==> src/hw/slc_pkg.sv <==
// Constants and types shared by the level one command unit
`default_nettype none
package slc_pkg;
	localparam int          CLK_NS        = 100;
	localparam int          SEL_ABORT_NS  = 200000;
	localparam int          SEL_ABORT_CYC = (SEL_ABORT_NS + CLK_NS - 1) / CLK_NS;
	localparam int          SCAM_FILT_NS  = 4000000;
	localparam int          SCAM_FILT_CYC = (SCAM_FILT_NS + CLK_NS - 1) / CLK_NS;
	localparam int          TMR_W         = 16;
	localparam int          FILT_W        = 24;
	localparam logic [7:0]  CMD_RESET     = 8'h00;
	localparam logic [7:0]  CMD_ABORT     = 8'h01;
	localparam logic [7:0]  CMD_ATN       = 8'h02;
	localparam logic [7:0]  CMD_NEG_ACK   = 8'h03;
	localparam logic [7:0]  CMD_DISC      = 8'h04;
	localparam logic [7:0]  CMD_DISC_IE   = 8'h0F;
	localparam logic [7:0]  CMD_SET_PHASE = 8'h28;
	localparam logic [7:0]  CMD_SET_DATA  = 8'h29;
	localparam logic [7:0]  CMD_READ_BUS  = 8'h2A;
	localparam logic [7:0]  CMD_SCAM_TOL  = 8'h2C;
	localparam logic [7:0]  CMD_SCAM_SEL  = 8'h2D;
	localparam logic [7:0]  ST_RESET      = 8'h00;
	localparam logic [7:0]  ST_RESET_ADV  = 8'h01;
	localparam logic [7:0]  ST_PROTO_ERR  = 8'h25;
	localparam logic [7:0]  ST_BUSFREE_L2 = 8'h85;
	localparam logic [7:0]  ST_BUSFREE    = 8'h41;
	localparam logic [7:0]  ST_SUCCESS    = 8'h16;
	localparam logic [7:0]  ST_ABORTED    = 8'h21;
	localparam logic [7:0]  UCODE_REV     = 8'h5A;
	localparam int          PHASE_W       = 3;

	typedef enum logic [1:0] {
		CN_DISC = 2'b00,
		CN_TGT  = 2'b01,
		CN_INIT = 2'b10,
		CN_SCAM = 2'b11
	} slc_conn_type;

	typedef enum logic [1:0] {
		AB_IDLE = 2'b00,
		AB_SELW = 2'b01,
		AB_TXDR = 2'b10,
		AB_RXDR = 2'b11
	} slc_abort_type;
endpackage
`default_nettype wire

==> src/hw/slc_buf_if.sv <==
// Valid/ready byte channel between the command unit and its buffer
`default_nettype none
interface slc_buf_if #(parameter int W = 8);
	logic         valid;
	logic         ready;
	logic [W-1:0] data;
	modport src (output valid, output data, input ready);
	modport snk (input valid, input data, output ready);
endinterface
`default_nettype wire

==> src/hw/slc_buf2.sv <==
// Two-entry buffer with valid and ready on both sides
`default_nettype none
module slc_buf2 #(
	parameter int W = 8
) (
	input  wire logic mclk,  // Controller clock
	input  wire logic rst_n, // Asynchronous reset, active low
	slc_buf_if.snk    fill,  // Filling side
	slc_buf_if.src    drain  // Draining side
);
	import slc_pkg::*;

	typedef struct packed {
		logic [W-1:0] e0;
		logic [W-1:0] e1;
		logic [1:0]   cnt;
		logic         rdy;
		logic         vld;
	} slc_buf_type;

	// Empty buffer: ready to fill, nothing to drain
	localparam slc_buf_type BUF_IDLE = '{e0: '0, e1: '0, cnt: 2'h0, rdy: 1'b1, vld: 1'b0};

	slc_buf_type st_q;
	slc_buf_type st_d;
	logic        push;
	logic        pop;

	assign fill.ready  = st_q.rdy;
	assign drain.valid = st_q.vld;
	assign drain.data  = st_q.e0;
	assign push        = fill.valid && fill.ready;
	assign pop         = drain.valid && drain.ready;

	always_comb
	begin
		st_d = st_q;
		if (pop)
		begin
			st_d.e0 = st_q.e1;
		end
		if (push)
		begin
			if (st_q.cnt == 2'h0 || (st_q.cnt == 2'h1 && pop))
				st_d.e0 = fill.data;
			else
				st_d.e1 = fill.data;
		end
		st_d.cnt = st_q.cnt + 2'(push) - 2'(pop);
		st_d.rdy = (st_d.cnt != 2'h2);
		st_d.vld = (st_d.cnt != 2'h0);
	end

	always_ff @(posedge mclk or negedge rst_n)
	begin
		if (!rst_n)
			st_q <= BUF_IDLE;
		else
			st_q <= st_d;
	end
endmodule // slc_buf2
`default_nettype wire

==> src/hw/slc_cmd_unit.sv <==
// Level one command unit of a parallel bus protocol controller
// Operation
// - Extended-feature reset loads microcode revision into first command byte register.
// - Parity/attention checked at 4096-byte boundaries; extended receive aborts immediately.
// - REQ/ACK corruption aborts send or receive, interrupt status 25 hex.
// - SEL glitch dropping device off bus reports 85 or 41 hex.
// - Reset in every state: stop command, disconnect, status 00 or 01.
// - Abort honoured only when disconnected or connected as target.
// - Abort before arbitration won returns idle with paused/aborted interrupt.
// - Abort after arbitration drops IDs keeps SEL; BSY within 200 us decides.
// - Abort of select-and-transfer: 85 hex if target gone, else ignored.
// - Outbound abort withdraws data request, drains FIFO to bus first.
// - Inbound abort completes only after FIFO emptied to host.
// - Target abort keeps remaining count, stays target, accepts target commands.
// - Disconnect in initiator, target, SCAM releases bus; stops commands except in SCAM.
// - Assert ATN only as initiator; released automatically on listed events.
// - Negate ACK releases held ACK; ACK held at listed interrupts.
// - Other initiator transfers negate ACK automatically; host parity irrelevant. Here ACK clears only on Negate ACK, Disconnect, reset or bus free.
// - Command 0F enables mid-operation disconnect interrupt.
// - Set Phase in SCAM drives MSG, C/D, I/O from image bits 2..0.
// - Set Data in SCAM drives data image with correct parity.
// - Read Bus samples lines; initiator data is last inbound REQ value.
// - 2C filters short selections, rescales timeout; 2D enables SCAM selection.
// - Commands in invalid states are ignored without interrupt.
// - Commands other than reset and abort complete without interrupt.
`default_nettype none
module slc_cmd_unit #(
	parameter int SEL_FILTER_CYC = slc_pkg::SCAM_FILT_CYC
) (
	input  wire logic                     mclk,           // Controller clock, 10 MHz
	input  wire logic                     rst_n,          // Asynchronous reset, active low
	input  wire logic                     cmd_wr,         // Command register write strobe
	input  wire logic [7:0]               cmd_code,       // Command code written
	input  wire logic                     adv_en,         // Advanced features bit of identity config
	input  wire logic                     radv_en,        // Extended features bit of identity config
	input  wire logic                     irq_ack,        // Host clears interrupt
	input  wire logic                     role_set,       // Level II engine reports new connection
	input  wire logic [1:0]               role_code,      // Connection entered
	input  wire logic                     sel_active,     // Selection or reselection attempt running
	input  wire logic                     sel_resel,      // Attempt is a reselection
	input  wire logic                     arb_won,        // Arbitration won
	input  wire logic                     bus_bsy,        // BSY seen on bus
	input  wire logic                     satx_active,    // Select-and-transfer running
	input  wire logic                     tgt_gone,       // Target has disconnected
	input  wire logic                     send_active,    // Send command running
	input  wire logic                     recv_active,    // Receive command running
	input  wire logic                     tx_fifo_empty,  // Outbound FIFO flushed to bus
	input  wire logic                     rx_fifo_empty,  // Inbound engine FIFO empty
	input  wire logic [15:0]              xfer_left,      // Bytes not yet moved on bus
	input  wire logic                     par_fault,      // Synchronous parity fault seen
	input  wire logic                     atn_seen,       // Attention condition seen
	input  wire logic                     blk_boundary,   // 4096-byte boundary reached
	input  wire logic                     proto_err,      // REQ/ACK corruption detected
	input  wire logic                     sel_glitch,     // SEL glitch dropped device off bus
	input  wire logic                     sel_atn_req,    // Select-with-ATN asks for ATN
	input  wire logic                     atn_release,    // Last message-out byte or identify sent
	input  wire logic                     bus_free,       // Bus free phase seen
	input  wire logic                     ack_hold_evt,   // Transfer ended with ACK to be held
	input  wire logic [7:0]               bus_ctl_in,     // Bus control lines
	input  wire logic [7:0]               bus_data_in,    // Bus data lines
	input  wire logic [7:0]               req_data,       // Data latched at last inbound REQ
	input  wire logic                     sel_seen,       // Valid selection phase on bus
	input  wire logic                     rx_valid,       // Inbound byte valid
	input  wire logic [7:0]               rx_data,        // Inbound byte
	output logic                          rx_ready,       // Buffer accepts inbound byte
	output logic                          host_valid,     // Byte ready for host
	output logic [7:0]                    host_data,      // Byte to host
	input  wire logic                     host_ready,     // Host takes byte
	output logic                          irq_out,        // Interrupt level
	output logic [7:0]                    bus_event_code_reg, // Interrupt status code
	output logic [7:0]                    first_cmd_byte_reg, // First command byte register
	output logic [7:0]                    phase_line_image_reg, // Control line image
	output logic [7:0]                    data_line_image_reg,  // Data line image
	output slc_pkg::slc_conn_type         conn_out,       // Connection state
	output logic                          atn_out,        // Drive ATN
	output logic                          ack_hold_out,   // Keep ACK asserted
	output logic                          mid_disconnect_irq_enable, // Mid-operation disconnect interrupt
	output logic [slc_pkg::PHASE_W-1:0]   phase_drv,      // MSG, C/D, I/O drive values
	output logic                          phase_oe,       // Phase lines driven
	output logic [7:0]                    data_drv,       // Data line drive values
	output logic                          data_par,       // Data parity drive value
	output logic                          data_oe,        // Data lines driven
	output logic                          id_drop,        // Remove IDs, keep SEL
	output logic                          l2_stop,        // Terminate Level II command
	output logic                          l2_halt,        // Boundary halt request
	output logic                          dma_request_pin_mask, // Withdraw data request
	output logic [15:0]                   remain_cnt,     // Remaining byte count
	output logic                          scam_tolerant,  // Tolerant timing and timeout scaling
	output logic                          scam_sel_en,    // SCAM selection response enabled
	output logic                          sel_accept      // Selection may be answered
);
	import slc_pkg::*;

	typedef struct packed {
		slc_conn_type         conn;
		slc_abort_type        ab;
		logic                 adv;
		logic                 radv;
		logic                 atn;
		logic                 ack;
		logic                 disc_ie;
		logic                 tol;
		logic                 ssel;
		logic [PHASE_W-1:0]   ph;
		logic                 ph_oe;
		logic [7:0]           dat;
		logic                 par;
		logic                 dat_oe;
		logic [7:0]           ctl_img;
		logic [7:0]           dat_img;
		logic [7:0]           first_byte;
		logic                 irq;
		logic [7:0]           status;
		logic [TMR_W-1:0]     tmr;
		logic [15:0]          remain;
		logic                 id_drop;
		logic                 stop;
		logic                 halt;
		logic                 mask;
		logic                 pend;
		logic [FILT_W-1:0]    filt;
		logic                 acc;
	} slc_state_type;

	slc_state_type st_q;
	slc_state_type st_d;
	slc_buf_if     in_if ();
	slc_buf_if     out_if ();

	assign in_if.valid  = rx_valid;
	assign in_if.data   = rx_data;
	assign rx_ready     = in_if.ready;
	assign host_valid   = out_if.valid;
	assign host_data    = out_if.data;
	assign out_if.ready = host_ready;

	slc_buf2 #(.W(8)) u_buf (
		.mclk  (mclk),
		.rst_n (rst_n),
		.fill  (in_if),
		.drain (out_if)
	);

	always_comb
	begin
		logic       ev;
		logic [7:0] code;
		logic       fault;
		ev    = 1'b0;
		code  = ST_SUCCESS;
		st_d  = st_q;
		st_d.stop = 1'b0;
		st_d.halt = 1'b0;
		fault = par_fault || atn_seen;
		if (!sel_seen)
			st_d.filt = '0;
		else if (st_q.filt <= FILT_W'(SEL_FILTER_CYC))
			st_d.filt = st_q.filt + 1'b1;
		st_d.acc = sel_seen && (!st_q.tol || st_q.filt > FILT_W'(SEL_FILTER_CYC));
		if (sel_atn_req)
			st_d.atn = 1'b1;
		if (atn_release || bus_free)
			st_d.atn = 1'b0;
		// hold ACK, only the listed events hold it
		if (ack_hold_evt)
			st_d.ack = 1'b1;
		else if (bus_free)
			st_d.ack = 1'b0;
		if (role_set)
			st_d.conn = slc_conn_type'(role_code);
		if (fault && recv_active && st_q.radv && st_q.ab == AB_IDLE)
		begin
			st_d.ab   = AB_RXDR;
			st_d.mask = 1'b0;
		end
		else if (fault)
			st_d.pend = 1'b1;
		if (st_q.pend && blk_boundary)
		begin
			st_d.halt = 1'b1;
			st_d.pend = 1'b0;
		end
		// wait for BSY after dropping IDs
		if (st_q.ab == AB_SELW)
		begin
			if (bus_bsy)
			begin
				ev = 1'b1;
				code = ST_SUCCESS;
				st_d.ab = AB_IDLE;
				st_d.id_drop = 1'b0;
				st_d.conn = sel_resel ? CN_TGT : CN_INIT;
			end
			else if (st_q.tmr == TMR_W'(1))
			begin
				ev = 1'b1;
				code = ST_ABORTED;
				st_d.ab = AB_IDLE;
				st_d.id_drop = 1'b0;
				st_d.stop = 1'b1;
			end
			else
				st_d.tmr = st_q.tmr - 1'b1;
		end
		// drain, then report and keep count
		if ((st_q.ab == AB_TXDR && tx_fifo_empty) ||
			(st_q.ab == AB_RXDR && rx_fifo_empty && !out_if.valid))
		begin
			ev = 1'b1;
			code = ST_ABORTED;
			st_d.ab = AB_IDLE;
			st_d.mask = 1'b0;
			st_d.stop = 1'b1;
			st_d.remain = xfer_left;
			st_d.conn = CN_TGT;
		end
		if (sel_glitch)
		begin
			ev = 1'b1;
			code = satx_active ? ST_BUSFREE_L2 : ST_BUSFREE;
			st_d.conn = CN_DISC;
			st_d.stop = 1'b1;
		end
		if (proto_err && (send_active || recv_active))
		begin
			ev = 1'b1;
			code = ST_PROTO_ERR;
			st_d.stop = 1'b1;
			st_d.remain = xfer_left;
			st_d.ab = AB_IDLE;
			st_d.mask = 1'b0;
		end
		// decode with state check; silent unless reset or abort
		if (cmd_wr)
		begin
			unique case (cmd_code)
				CMD_RESET:
				begin
					st_d = '0;
					st_d.conn = CN_DISC;
					st_d.adv = adv_en;
					st_d.radv = radv_en;
					st_d.stop = 1'b1;
					st_d.ctl_img = st_q.ctl_img;
					st_d.dat_img = st_q.dat_img;
					st_d.first_byte = st_q.first_byte;
					if (radv_en)
						st_d.first_byte = UCODE_REV;
					ev = 1'b1;
					code = adv_en ? ST_RESET_ADV : ST_RESET;
				end
				CMD_ABORT:
				begin
					if (st_q.conn == CN_DISC && st_q.ab == AB_IDLE)
					begin
						if (satx_active)
						begin
							if (tgt_gone)
							begin
								ev = 1'b1;
								code = ST_BUSFREE_L2;
								st_d.stop = 1'b1;
							end
						end
						else if (sel_active && !arb_won)
						begin
							ev = 1'b1;
							code = ST_ABORTED;
							st_d.stop = 1'b1;
						end
						else if (sel_active)
						begin
							st_d.ab = AB_SELW;
							st_d.id_drop = 1'b1;
							st_d.tmr = TMR_W'(SEL_ABORT_CYC);
						end
					end
					else if (st_q.conn == CN_TGT && st_q.ab == AB_IDLE)
					begin
						if (send_active)
						begin
							st_d.ab = AB_TXDR;
							st_d.mask = 1'b1;
						end
						else if (recv_active)
							st_d.ab = AB_RXDR;
					end
				end
				CMD_ATN:
				begin
					if (st_q.conn == CN_INIT)
						st_d.atn = 1'b1;
				end
				CMD_NEG_ACK:
				begin
					if (st_q.conn == CN_INIT)
						st_d.ack = 1'b0;
				end
				CMD_DISC:
				begin
					if (st_q.conn != CN_DISC)
					begin
						st_d.stop = (st_q.conn != CN_SCAM);
						st_d.conn = CN_DISC;
						st_d.atn = 1'b0;
						st_d.ack = 1'b0;
						st_d.ph_oe = 1'b0;
						st_d.dat_oe = 1'b0;
						st_d.id_drop = 1'b0;
						st_d.ab = AB_IDLE;
						st_d.mask = 1'b0;
					end
				end
				CMD_DISC_IE:
				begin
					if (st_q.conn != CN_SCAM)
						st_d.disc_ie = 1'b1;
				end
				CMD_SET_PHASE:
				begin
					if (st_q.conn == CN_SCAM)
					begin
						st_d.ph = st_q.ctl_img[PHASE_W-1:0];
						st_d.ph_oe = 1'b1;
					end
				end
				CMD_SET_DATA:
				begin
					if (st_q.conn == CN_SCAM)
					begin
						st_d.dat = st_q.dat_img;
						st_d.par = ~^st_q.dat_img;
						st_d.dat_oe = 1'b1;
					end
				end
				CMD_READ_BUS:
				begin
					st_d.ctl_img = bus_ctl_in;
					st_d.dat_img = (st_q.conn == CN_INIT) ? req_data : bus_data_in;
				end
				CMD_SCAM_TOL:
				begin
					if (st_q.conn == CN_DISC)
						st_d.tol = 1'b1;
				end
				CMD_SCAM_SEL:
				begin
					if (st_q.conn == CN_DISC)
						st_d.ssel = 1'b1;
				end
				default:
				begin
				end
			endcase
		end
		// Event wins over a same-cycle clear
		if (ev)
		begin
			st_d.irq = 1'b1;
			st_d.status = code;
		end
		else if (irq_ack)
			st_d.irq = 1'b0;
	end

	always_ff @(posedge mclk or negedge rst_n)
	begin
		if (!rst_n)
			st_q <= '0;
		else
			st_q <= st_d;
	end

	assign irq_out                   = st_q.irq;
	assign bus_event_code_reg        = st_q.status;
	assign first_cmd_byte_reg        = st_q.first_byte;
	assign phase_line_image_reg      = st_q.ctl_img;
	assign data_line_image_reg       = st_q.dat_img;
	assign conn_out                  = st_q.conn;
	assign atn_out                   = st_q.atn;
	assign ack_hold_out              = st_q.ack;
	assign mid_disconnect_irq_enable = st_q.disc_ie;
	assign phase_drv                 = st_q.ph;
	assign phase_oe                  = st_q.ph_oe;
	assign data_drv                  = st_q.dat;
	assign data_par                  = st_q.par;
	assign data_oe                   = st_q.dat_oe;
	assign id_drop                   = st_q.id_drop;
	assign l2_stop                   = st_q.stop;
	assign l2_halt                   = st_q.halt;
	assign dma_request_pin_mask      = st_q.mask;
	assign remain_cnt                = st_q.remain;
	assign scam_tolerant             = st_q.tol;
	assign scam_sel_en               = st_q.ssel;
	assign sel_accept                = st_q.acc;
endmodule // slc_cmd_unit
`default_nettype wire

==> config.mk <==
export PLATFORM = sky130hd
export DESIGN_NAME = slc_cmd_unit
export DESIGN_NICKNAME = d
export VERILOG_FILES = /design/src/hw/slc_pkg.sv /design/src/hw/slc_buf_if.sv /design/src/hw/slc_buf2.sv /design/src/hw/slc_cmd_unit.sv
export SDC_FILE = /design/constraint.sdc
export NUM_CORES = 1
export LEC_CHECK = 0
export BUFFER_PORTS_ARGS = -buffer_cell sky130_fd_sc_hd__buf_2
export CAP_MARGIN = 25
export CORE_UTILIZATION = 30
export DETAILED_ROUTE_END_ITERATION = 16
export PLACE_DENSITY = 0.63
export SYNTH_ARGS = -nofsm -noshare
export SYNTH_HDL_FRONTEND = slang
export SYNTH_SLANG_ARGS = --single-unit
==> constraint.sdc <==
create_clock -name mclk -period 1.95 [get_ports mclk]
set_clock_uncertainty 0.15 [all_clocks]
set_input_delay 0.0975 -clock mclk [delete_from_list [all_inputs] [get_ports mclk]]
set_output_delay 0.0975 -clock mclk [all_outputs]
set_load 0.01 [all_outputs]
Word-level counts from Yosys, hierarchy flattened
Index checks and enable logic that the tools add are counted.
{"block": "classes", "muxes": 123, "n_lt_le_gt_ge": 2, "bitwise_logic": 1, "div": 0, "n_mul": 0, "add_sub_neg": 4, "shifts": 0, "n_reduce_logical": 55, "n_eq_ne": 26}
{"cell": "2-to-1 mux 16 bit", "n": 13}
{"cell": "2-to-1 mux 8 bit", "n": 16}
{"cell": "2-to-1 mux 120 bit", "n": 1}
{"cell": "2-to-1 mux 24 bit", "n": 2}
{"cell": "2-to-1 mux 1 bit", "n": 46}
{"cell": "2-to-1 mux 2 bit", "n": 21}
{"cell": "== test 8 x 6 -> 1 bit, second input constant", "n": 5}
{"cell": "one-hot mux 16 bit (2 select lines)", "n": 1}
{"cell": "2-to-1 mux 26 bit", "n": 1}
{"cell": "adder 24 x 1 -> 24 bit, second input constant", "n": 1}
{"cell": "> comparator 24 x 16 -> 1 bit, second input constant", "n": 1}
{"cell": "less-or-equal comparator 24 x 16 -> 1 bit, second input constant", "n": 1}
{"cell": "one-hot mux 9 bit (2 select lines)", "n": 1}
{"cell": "AND reduction 3 bit", "n": 6}
{"cell": "nonzero test 2 bit", "n": 9}
{"cell": "== test 16 x 1 -> 1 bit, second input constant", "n": 1}
{"cell": "== test 8 x 2 -> 1 bit, second input constant", "n": 2}
{"cell": "2-to-1 mux 4 bit", "n": 4}
{"cell": "!= test 2 bit, second input constant", "n": 8}
{"cell": "one-hot mux 8 bit (2 select lines)", "n": 1}
{"cell": "subtractor 16 x 1 -> 16 bit, second input constant", "n": 1}
{"cell": "logical AND 1 bit", "n": 15}
{"cell": "one-hot mux 1 bit (3 select lines)", "n": 5}
{"cell": "one-hot mux 2 bit (3 select lines)", "n": 2}
{"cell": "other kinds (22)", "n": 47}
{"block": "totals", "reg_bits": 133, "latch_bits": 0, "ram_bits": 0, "rom_bits": 0, "out_inout_bits": 85, "inputBits": 87, "word_cells": 244, "mem_count": 0}

Depth between registers and ports, before layout
Gate-level depths: netlist (run 1).
{"block": "depth", "word_depth": 18, "mapped_depth": 9, "depth_no_buf": 8}

Cells and area by module
From an unflattened synthesis (run 1), not the netlist that was laid out.
{"block": "hier_totals", "hier_cells": 704, "area_unflattened_um2": 6924.1}
{"module": "slc_cmd_unit", "cells_each": 637, "area_each_um2": 5972.0, "seq_area_each_um2": 2752.6, "instances": 1}
{"module": "slc_buf2", "cells_each": 67, "area_each_um2": 952.2, "seq_area_each_um2": 501.7, "instances": 1}

Worst setup path after synthesis (run 1)
No wires, ideal clock.
{"block": "synth_timing", "kind": "register to register", "startpoint": "register st_q[1] (netlist name)", "endpoint": "register st_q[12] (netlist name)", "arrival_ns": 1.847, "slack_ns": -0.179, "path_buffers": 1, "t_required_ns": 1.668, "path_stages_with_launch": 10, "synth_period_minus_slack_ns": 2.129, "setup_ns": 0.132, "cell_sequence": "dfrtp_1 inv_1 ha_1 or4b_1 o21ai_1 a21oi_2 buf_6 nor4_4 xnor2_1 nor2_1"}
{"element": "start: declaration", "line_no": "slc_cmd_unit.sv:125", "text": "slc_state_type st_q;"}
{"element": "start signal: assignment", "line_no": "slc_cmd_unit.sv:371", "text": "st_q <= st_d;"}

==> results of run 1 <==
==> report_power, final <==
group	internal, mW	switching [mW]
clock	1.78	1.33
sequential	3.03	0.188
combinational	0.927	0.869
==> stage by stage <==
| stage | setup TNS [ps] | setup slack [ps] | util |
|---|---|---|---|
| 6_report | -5700 | -284 | 0.457 |
| 4_1_cts | -2850 | -196 | 0.439 |
| 2_1_floorplan | -1680 | -151 | - |
| 3_5_place_dp | -4320 | -247 | 0.365 |
| 5_1_grt | -9620 | -422 | 0.457 |
| 3_3_place_gp | -3580 | -224 | 0.365 |
==> kinds of logic after synthesis <==
group / Yosys count
AO/OA/AOI/OAI: 125
XOR/XNOR: 35
adder cells (fa/ha/maj): 6
buffers and inverters: 115
flip-flops: 130
multiplexers: 37
other: 1
AND/OR/NAND/NOR: 268
==> layout make-up <==
cell class	instances	area (um^2)
clock buffers	17	425
clock inverters	15	145
fillers	2089	12300
inverters	19	71.3
multi-input cells	476	3470
flip-flops and latches	130	3250
well taps	285	357
repair buffers	358	2620
==> metal layers <==
metal | vias up | global-route usage | part of all wire
met4 | 0 | 0.0681 | 0.027
li1 | 2969 | - | -
met2 | 179 | 0.283 | 0.49
met5 | - | 0 | 0
met3 | 38 | 0.0299 | 0.037
met1 | 2929 | 0.216 | 0.45
==> synthesized netlist by cell type (8+ instances only) <==
master | instances | area, um^2
dfrtp_1 | 129 | 3230
nand2_1 | 102 | 383
buf_4 | 70 | 526
nor2_1 | 60 | 225
a21oi_1 | 51 | 255
o21ai_0 | 32 | 160
xnor2_1 | 32 | 280
mux2_2 | 20 | 225
inv_1 | 19 | 71.3
mux2i_1 | 17 | 170
clkbuf_1 | 15 | 56.3
nor3_1 | 14 | 70.1
and2_1 | 13 | 81.3
nor4_1 | 11 | 68.8
nand3_1 | 10 | 50.1
buf_2 | 8 | 40.0
==> worst register-to-register path: stages (launching register included) <==
cell and delay (ps):
dfrtp_1 380, inv_1 60, ha_1 120, or4b_4 470, o21ai_4 170, a21oi_4 120, buf_6 170, nor4_4 290
xnor2_1 150, nor2_1 60
==> worst max path at each step <==
| stage | startpoint | to | slack [ps] | cells past startpoint |
|---|---|---|---|---|
| 2_1_floorplan | st_q[1]$_DFF_PN0_ | st_q[14]$_DFF_PN0_ | -150 | 9 |
| 3_3_place_gp | st_q[116]$_DFF_PN0_ | bus_event_code_reg[4]$_DFFE_PN0P_ | -220 | 6 |
| 3_5_place_dp | st_q[116]$_DFF_PN0_ | bus_event_code_reg[4]$_DFFE_PN0P_ | -250 | 6 |
| 4_1_cts | st_q[1]$_DFF_PN0_ | st_q[14]$_DFF_PN0_ | -200 | 9 |
| 5_1_grt | st_q[2]$_DFF_PN0_ | st_q[4]$_DFF_PN0_ | -420 | 9 |
| 6_report | st_q[2]$_DFF_PN0_ | st_q[8]$_DFF_PN0_ | -280 | 9 |
==> timing repair <==
action	in CTS	in global routing
cloned	1	1
setup buffers	18	18
pin swaps	20	38
endpoints found under the setup margin	39	75
hold buffers	73	1
gates resized for setup	44	64
hold endpoints to repair	212	1
==> impl_metrics.yaml, run 1 <==
synth:
  synth_edf_count: 0
  synthMuxAreaShare: 0.0571
  synth-seq-cells: 130
  synth.avg_cell_area_um2: 9.66
  ys_seq_area_frac: 0.470
  synth_compound_gate_area_share: 0.108
  synth_top_family_by_area: "simple AND/OR/NAND/NOR gates"
  synth_cell_type_count: 70
  synth_xor_area_frac: 0.0443
  syn-cell-area_mm2: 0.00692
  synth_fa_ha_area_frac: 0.0108
  ys.flop_type: "dfrtp_1"
  synth_simple_gate_area_share: 0.207
  async_flop_share: 1.00
  yosys_warnings: 0
  netlist_instances: 717
sta:
  setup_violations: 41
  rsz0062_at_grt: "yes"
  hold_violations: 0
  setup_slack_ps: -284
  slew_viol_final: 0
  holdWs_ps: 36.5
  finalCritPeriodShare: 1.15
  fmax_ghz: 0.448
  max-slew-margin-rel: 0.609
  fin_crit_ps: 2230
  worst_slew_pin_slew_ps: 584
clocking:
  cts_buffers: 17
  cts_htree_levels: 4
  cts-root-buf: "clkbuf_16"
  clk_pin_slew_worst_paths_ps: 60
  cts_tree: "yes"
  cts_sinks: 130
  cts.path.max_buffers: 2
  worstSkewPairLatency_ps: 420
detailed_routing:
  wl_mm: 19.9
  ant_nets: 0
  vias: 6115
  wl_per_cell_um: 15.3
  drt_iter0_markers: 305
  first_pass_iters: 5
  drc: 0
  via_per_inst: 4.70
critical_path:
  cp_slowest_cell: "or4b_4"
  reg2reg_from: "st_q[2]$_DFF_PN0_"
  end_kind: "register"
  ff2ff_path_depth: 9
  critPathMaxStageDelay_ps: 470
  startpoint_type: "register"
  worstPathRequired_ps: 2110
  path_buf_inv: 2
  reg2reg_slack_ps: -280
  arrival_ps: 2390
  cp_max_fo: 6
  crit_type: "register to register"
  rr_endpoint: "st_q[8]$_DFF_PN0_"
  crit_family: "simple AND/OR/NAND/NOR gates"
  path_cells: "inv_1 > ha_1 > or4b_4 > o21ai_4 > a21oi_4 > buf_6 > nor4_4 > xnor2_1 > nor2_1"
final_layout:
  diodes: 0
  final_cells: 1300
  final_common_cell: "buf_2"
  drive_above_1_share: 0.420
  largest-register: "st_q"
  most-common-layout-cells: "buf_2, dfrtp_1, nand2_1, buf_4, dlygate4sd3_1"
  post-route-cell-area_mm2: 0.0103
  final_nets: 1095
  largest_reg_flops: 44
  syn_to_final_growth_pct: 49.4
place:
  place_inst: 1162
  gp_congestion: 0.801
  hpwlAfterDp_mm: 13.1
  place_area_mm2: 0.00827
  port-buffer-count: 166
die:
  rows: 55
  core_area_mm2: 0.0226
  die_h_um: 154
  die_w_um: 154
  ios: 172
  fp.dieArea_mm2: 0.0237
  initial_core_util: 0.306
global_routing:
  antenna_found_initial: 0
  grt_max_degree: 48
  grt_pass1_vias: 5992
  grt_pass1_wl_mm: 31.2
  track_usage: 0.169
  grt_overflow: 0
power_and_ir_drop:
  power.leakage_nw: 4.86
  power_mw: 8.13
  power_density_mw_per_mm2: 786
  ir_worst_vdd_mv: 0.716
status:
  status: "complete, but fails checks"
  violations: "setup timing"
run:
  drv_cap: 0
min_path:
  holdCritPathClass: "primary input to async pin"
Note: power is estimated with default switching activity, not from simulation.
==> run 2: changes to the inputs <==
- CORE_UTILIZATION: 30 -> 49
- PLACE_DENSITY: 0.63 -> 0.88
==> run 2 against run 1 <==
Net effect:
- the flow still finishes with violations (setup timing)
- clock power up 5%
- flip-flop and latch count unchanged
- power up 2.3%
- wire length increased by 9.1%
- combinational power about the same
- die area decreased by 38%
- critical path type unchanged
- largest cell class unchanged
- largest power group is now clock
- highest routed layer unchanged
==> impl_metrics.yaml, run 2 (synthesized netlist as in run 1, its figures left out) <==
detailed_routing:
  wl_mm: 21.7
  ant_nets: 0
  drc: 0
  first_pass_iters: 5
  via_per_inst: 5.62
  wl_per_cell_um: 18.5
  vias: 6602
  drt_iter0_markers: 461
die:
  rows: 43
  ios: 172
  fp.dieArea_mm2: 0.0146
  die_w_um: 121
  core_area_mm2: 0.0138
  die_h_um: 121
  initial_core_util: 0.501
critical_path:
  end_kind: "register"
  startpoint_type: "register"
  worstPathRequired_ps: 2160
  crit_type: "register to register"
  critPathMaxStageDelay_ps: 470
  cp_max_fo: 8
  path_cells: "inv_1 > ha_1 > or4b_4 > o21ai_4 > a21oi_4 > buf_12 > nor4_1 > o21a_1"
  cp_slowest_cell: "or4b_4"
  arrival_ps: 2490
  ff2ff_path_depth: 8
final_layout:
  final_nets: 1074
  most-common-layout-cells: "buf_2, dfrtp_1, nand2_1, buf_4, dlygate4sd3_1"
  largest-register: "st_q"
  drive_above_1_share: 0.419
  largest_reg_flops: 44
  final_common_cell: "buf_2"
  fillers: 836
  postLayoutCoreUtil: 0.732
  syn_to_final_growth_pct: 46.2
clocking:
  cts_htree_levels: 4
  clk_pin_slew_worst_paths_ps: 60
  cts.path.max_buffers: 2
  cts-root-buf: "clkbuf_16"
  cts_buffers: 17
  cts_tree: "yes"
  worstSkewPairLatency_ps: 430
  cts_sinks: 130
sta:
  fin_crit_ps: 2270
  setup_slack_ps: -322
  setup_violations: 41
  fmax_ghz: 0.440
  finalCritPeriodShare: 1.16
  slew_viol_final: 0
  rsz0062_at_grt: "yes"
  max-slew-margin-rel: 0.643
  hold_violations: 0
  worst_slew_pin_slew_ps: 534
run:
  drv_cap: 0
power_and_ir_drop:
  ir_worst_vdd_mv: 0.844
  power.leakage_nw: 4.75
  power_density_mw_per_mm2: 821
min_path:
  holdPathStages: 4
  holdCritPathClass: "primary input to register"
place:
  post-place-ws_ps: -265
  gp_congestion: 0.941
  port-buffer-count: 166
  hpwlAfterDp_mm: 12.2
global_routing:
  grt_overflow: 0
  met1_usage: 0.328
  grt_use_met2: 0.462
  grt_pass1_wl_mm: 30.8
  grtUsageMet3: 0.0592
  antenna_found_initial: 1
  grt-busiest-layer: "met2"
  grt_pass1_vias: 6174
  track_usage: 0.275
  grt_max_degree: 55
status:
  violations: "setup timing"
  status: "complete, but fails checks"
## run 2: final cells by class
type	count	area, um^2	area share
Clock buffer	17	425	0.0420
Tap cell	180	225	0.0223
Clock inverter	15	183	0.0181
Antenna cell	1	2.50	0.000247
Timing Repair Buffer	337	2460	0.243
Sequential cell	130	3260	0.322
Inverter	19	71.3	0.00705
Multi-Input combinational cell	476	3500	0.345
## run 2: final timing paths
check	endpoint	slack, ps	startpoint
hold reg to reg	data_par$_DFFE_PN0P_	330	data_par$_DFFE_PN0P_
hold / removal	scam_tolerant$_DFFE_PN0P_	20	cmd_code[0]
min in group asynchronous	irq_out$_DFFE_PN0P_	50	rst_n
setup / recovery	st_q[16]$_DFF_PN0_	-320	st_q[1]$_DFF_PN0_
max in group asynchronous	phase_line_image_reg[6]$_DFFE_PN0P_	1290	rst_n
setup reg to reg	st_q[16]$_DFF_PN0_	-320	st_q[1]$_DFF_PN0_
## run 2: through the flow
step	setup TNS, ps	total power, mW	hold WS [ps]	instances	cell area, um^2
6_report	-6290	8.31	23.4	1175	10100
3_5_place_dp	-4280	4.74	-136	1042	8030
5_1_grt	-8870	8.64	52.1	1175	10100
3_3_place_gp	-2210	4.66	-140	1042	8030
4_1_cts	-3560	8.17	4.15	1161	9710
2_1_floorplan	-1680	4.33	-348	721	7030
## run 2: repair_timing
action / CTS / global route
gates resized for setup: 54 / 62
hold buffers: 73 / 1
pin swaps: 35 / 31
setup buffers: 14 / 14
cloned: 0 / 1
endpoints found under the setup margin: 39 / 68
hold endpoints to repair: 207 / 1
## run 2: worst max-delay path: cells and delay by family (launching register included)
family,cells,cell delay (ps)
fa+ha+maj,1,130
buf+inv,2,270
flops,1,390
simple gates,2,800
compound gates,3,470
## run 2: report_power, final
| group | switching (mW) | total [mW] | internal [mW] |
|---|---|---|---|
| registers | 0.205 | 3.24 | 3.03 |
| clock network | 1.26 | 3.28 | 2.02 |
| logic | 0.894 | 1.79 | 0.895 |
## run 2: routing by layer
layer | routed length (um) | vias up
met3 | 1530 | 95
met2 | 11000 | 371
met4 | 971 | 0
met1 | 8250 | 3210
li1 | - | 2926
met5 | 0 | -
==> run 3: changes to the inputs <==
--- a/config.mk
+++ b/config.mk
@@ -6,4 +6,5 @@
 export NUM_CORES = 1
 export LEC_CHECK = 0
+export ABC_AREA = 1
 export BUFFER_PORTS_ARGS = -buffer_cell sky130_fd_sc_hd__buf_2
 export CAP_MARGIN = 25
--- a/constraint.sdc
+++ b/constraint.sdc
@@ -3,3 +3,3 @@
 set_input_delay 0.0975 -clock mclk [delete_from_list [all_inputs] [get_ports mclk]]
 set_output_delay 0.0975 -clock mclk [all_outputs]
-set_load 0.01 [all_outputs]
+set_load 0.02 [all_outputs]
==> run 3 against run 2 <==
Net effect:
- the flow now finishes without violations
- sequential power is 1% higher
- core utilization is 6.5 points lower
- via count is 12% higher
- worst hold slack better by 6.6 ps
- setup slack better by 370 ps
- non-clock buffer count is 60 lower
- fmax is 20% higher
- power is 5.0% higher
- critical path depth stayed put
- global-route usage is 1.4 points higher
- cell count is 15% higher
- clock power is 4% higher
- highest routed layer unchanged
==> impl_metrics.yaml, run 3 <==
status:
  status: "finished clean"
die:
  ios: 172
  die_w_um: 125
  fp.dieArea_mm2: 0.0157
  rows: 44
  initial_core_util: 0.508
  die_h_um: 125
  core_area_mm2: 0.0146
sta:
  slew_viol_final: 0
  fin_crit_ps: 1900
  hold_violations: 0
  worst_slew_pin_slew_ps: 908
  finalCritPeriodShare: 0.974
  setup_slack_ps: 50.0
  max-slew-margin-rel: 0.393
  setup_violations: 0
  fmax_ghz: 0.526
detailed_routing:
  vias: 7366
  drc: 0
  first_pass_iters: 8
  wl_per_cell_um: 16.3
  wl_mm: 22.1
  via_per_inst: 5.46
  ant_nets: 0
  drt_iter0_markers: 597
power_and_ir_drop:
  power.leakage_nw: 4.89
  power_mw: 8.73
  ir_worst_vdd_mv: 0.617
  power_density_mw_per_mm2: 894
run:
  drv_cap: 0
critical_path:
  startpoint_type: "register"
  worstPathRequired_ps: 2110
  crit_type: "register to register"
  cp_max_fo: 9
  arrival_ps: 2060
  end_kind: "register"
final_layout:
  fillers: 1065
  final_common_cell: "nand2_1"
  largest_reg_flops: 44
  most-common-layout-cells: "nand2_1, buf_2, dfrtp_1, nor2_1, dlygate4sd3_1"
  largest-register: "st_q"
  drive_above_1_share: 0.286
  syn_to_final_growth_pct: 31.3
  final_nets: 1245
min_path:
  holdCritPathClass: "primary input to register"
synth:
  synth_most_common_cell: "nand2_1"
  yosys_warnings: 0
  netlist.area_leader.share: 0.434
  async_flop_share: 1.00
  synth_cell_type_count: 45
  syn-cell-area_mm2: 0.00743
  ys.flop_type: "dfrtp_1"
  yosys-top-cells-count: "nand2_1, dfrtp_1, nor2_1"
  ys_seq_area_frac: 0.438
  synthTopCellsByArea: "dfrtp_1, nand2_1, buf_4, nor2_1, o21ai_0"
  synth-seq-cells: 130
  synth_top_cell_by_area: "dfrtp_1"
  synth_edf_count: 0
  netlist_instances: 939
  synth.avg_cell_area_um2: 7.91
clocking:
  cts_buffers: 17
  cts.path.max_buffers: 2
  clk_pin_slew_worst_paths_ps: 60
  cts_htree_levels: 4
  cts_tree: "yes"
  cts-root-buf: "clkbuf_16"
  cts_sinks: 130
  worstSkewPairLatency_ps: 420
place:
  hpwlAfterDp_mm: 14.0
  gp_congestion: 0.947
  port-buffer-count: 166
  post-place-ws_ps: 63.8
global_routing:
  track_usage: 0.289
  grt_max_degree: 47
  grt_pass1_vias: 7539
  grt_overflow: 0
  antenna_found_initial: 0
  grt_pass1_wl_mm: 35.9
[run 3: cell types whose count changed after synthesis, sizes merged, moves of 17 or more]
| cell | delta |
|---|---|
| nor4 | -17 |
| inv | +75 |
| nor2 | +79 |
| o21ai | +42 |
| xnor2 | -20 |
| nand2 | +123 |
| nand3 | +38 |
[run 3: path summary, 6_finish.rpt]
kind | from | end | slack [ps] | cells after the start
max | u_buf.drain.valid$_DFF_PN0_ | u_buf.drain.valid$_DFF_PN0_ | 50 | 8
max in group asynchronous | rst_n | u_buf.drain.data[2]$_DFF_PN0_ | 230 | 3
min | bus_free | ack_hold_out$_DFF_PN0_ | 30 | 4
min in group asynchronous | rst_n | phase_line_image_reg[1]$_DFFE_PN0P_ | 110 | 3
max reg2reg | u_buf.drain.valid$_DFF_PN0_ | u_buf.drain.valid$_DFF_PN0_ | 50 | 8
min reg2reg | bus_event_code_reg[7]$_DFFE_PN0P_ | bus_event_code_reg[7]$_DFFE_PN0P_ | 320 | 2
[run 3: layout make-up]
type,count,area (um^2),share of cell area
Sequential cell,130,3260,0.334
Inverter,95,372,0.0381
Timing Repair Buffer,277,1910,0.196
Antenna cell,1,2.50,0.000256
Tap cell,184,230,0.0236
Clock buffer,21,450,0.0461
Multi-Input combinational cell,631,3360,0.344
Clock inverter,11,174,0.0178
[run 3: logic make-up (layout without fill, tap and decap cells)]
group                      count (synthesis)  after routing  synth area share
and+or+nand+nor                          444            444             0.260
DFF                                      130            130             0.438
adders and majority gates                  6              6            0.0101
AOI/OAI and AO/OA                        131            131            0.0990
other                                      1              6          0.000505
muxes                                     23             23            0.0355
xor gates and xnor gates                  22             22            0.0259
buffers and inverters                    182            404             0.131
[run 3: power by group]
| part | leakage, nW | internal [mW] | switching (mW) | total (mW) |
|---|---|---|---|---|
| Combinational | 2.91 | 0.843 | 1.18 | 2.02 |
| Clock | 0.307 | 2.19 | 1.24 | 3.42 |
| Sequential | 1.67 | 3.04 | 0.240 | 3.28 |
[run 3: per-stage QoR]
stage               cells  hold slack [ps]  TNS, ps  area [um^2]  utilization
finish               1350             30.0        0         9760        0.667
global route         1349             43.7    -23.1         9760        0.666
CTS                  1346             7.88        0         9610        0.656
detailed placement   1232             -130        0         8170        0.558
global placement     1232             -133        0         8170        0.558
floorplan             943             -348        0         7480            -
[run 3: repair_timing]
action                                 in CTS  in global routing
setup endpoints to repair                   0                 54
gates resized for setup                     0                 38
hold buffers                               82                  0
buffers inserted                            0                  3
endpoints found under the hold margin     204                  0
[run 3: worst max-delay path, stage by stage, from the launching register on]
cell,delay (ps)
dfrtp_2,430
nand2_4,90
inv_8,50
ha_4,260
inv_1,40
ha_2,200
xnor2_4,150
xnor2_2,160
or2_4,240
[run 3: routing by layer]
metal  part of all wire  track usage
met1               0.38        0.332
met2               0.50        0.491
met3              0.073       0.0736
met4              0.045        0.168
met5                  0            0
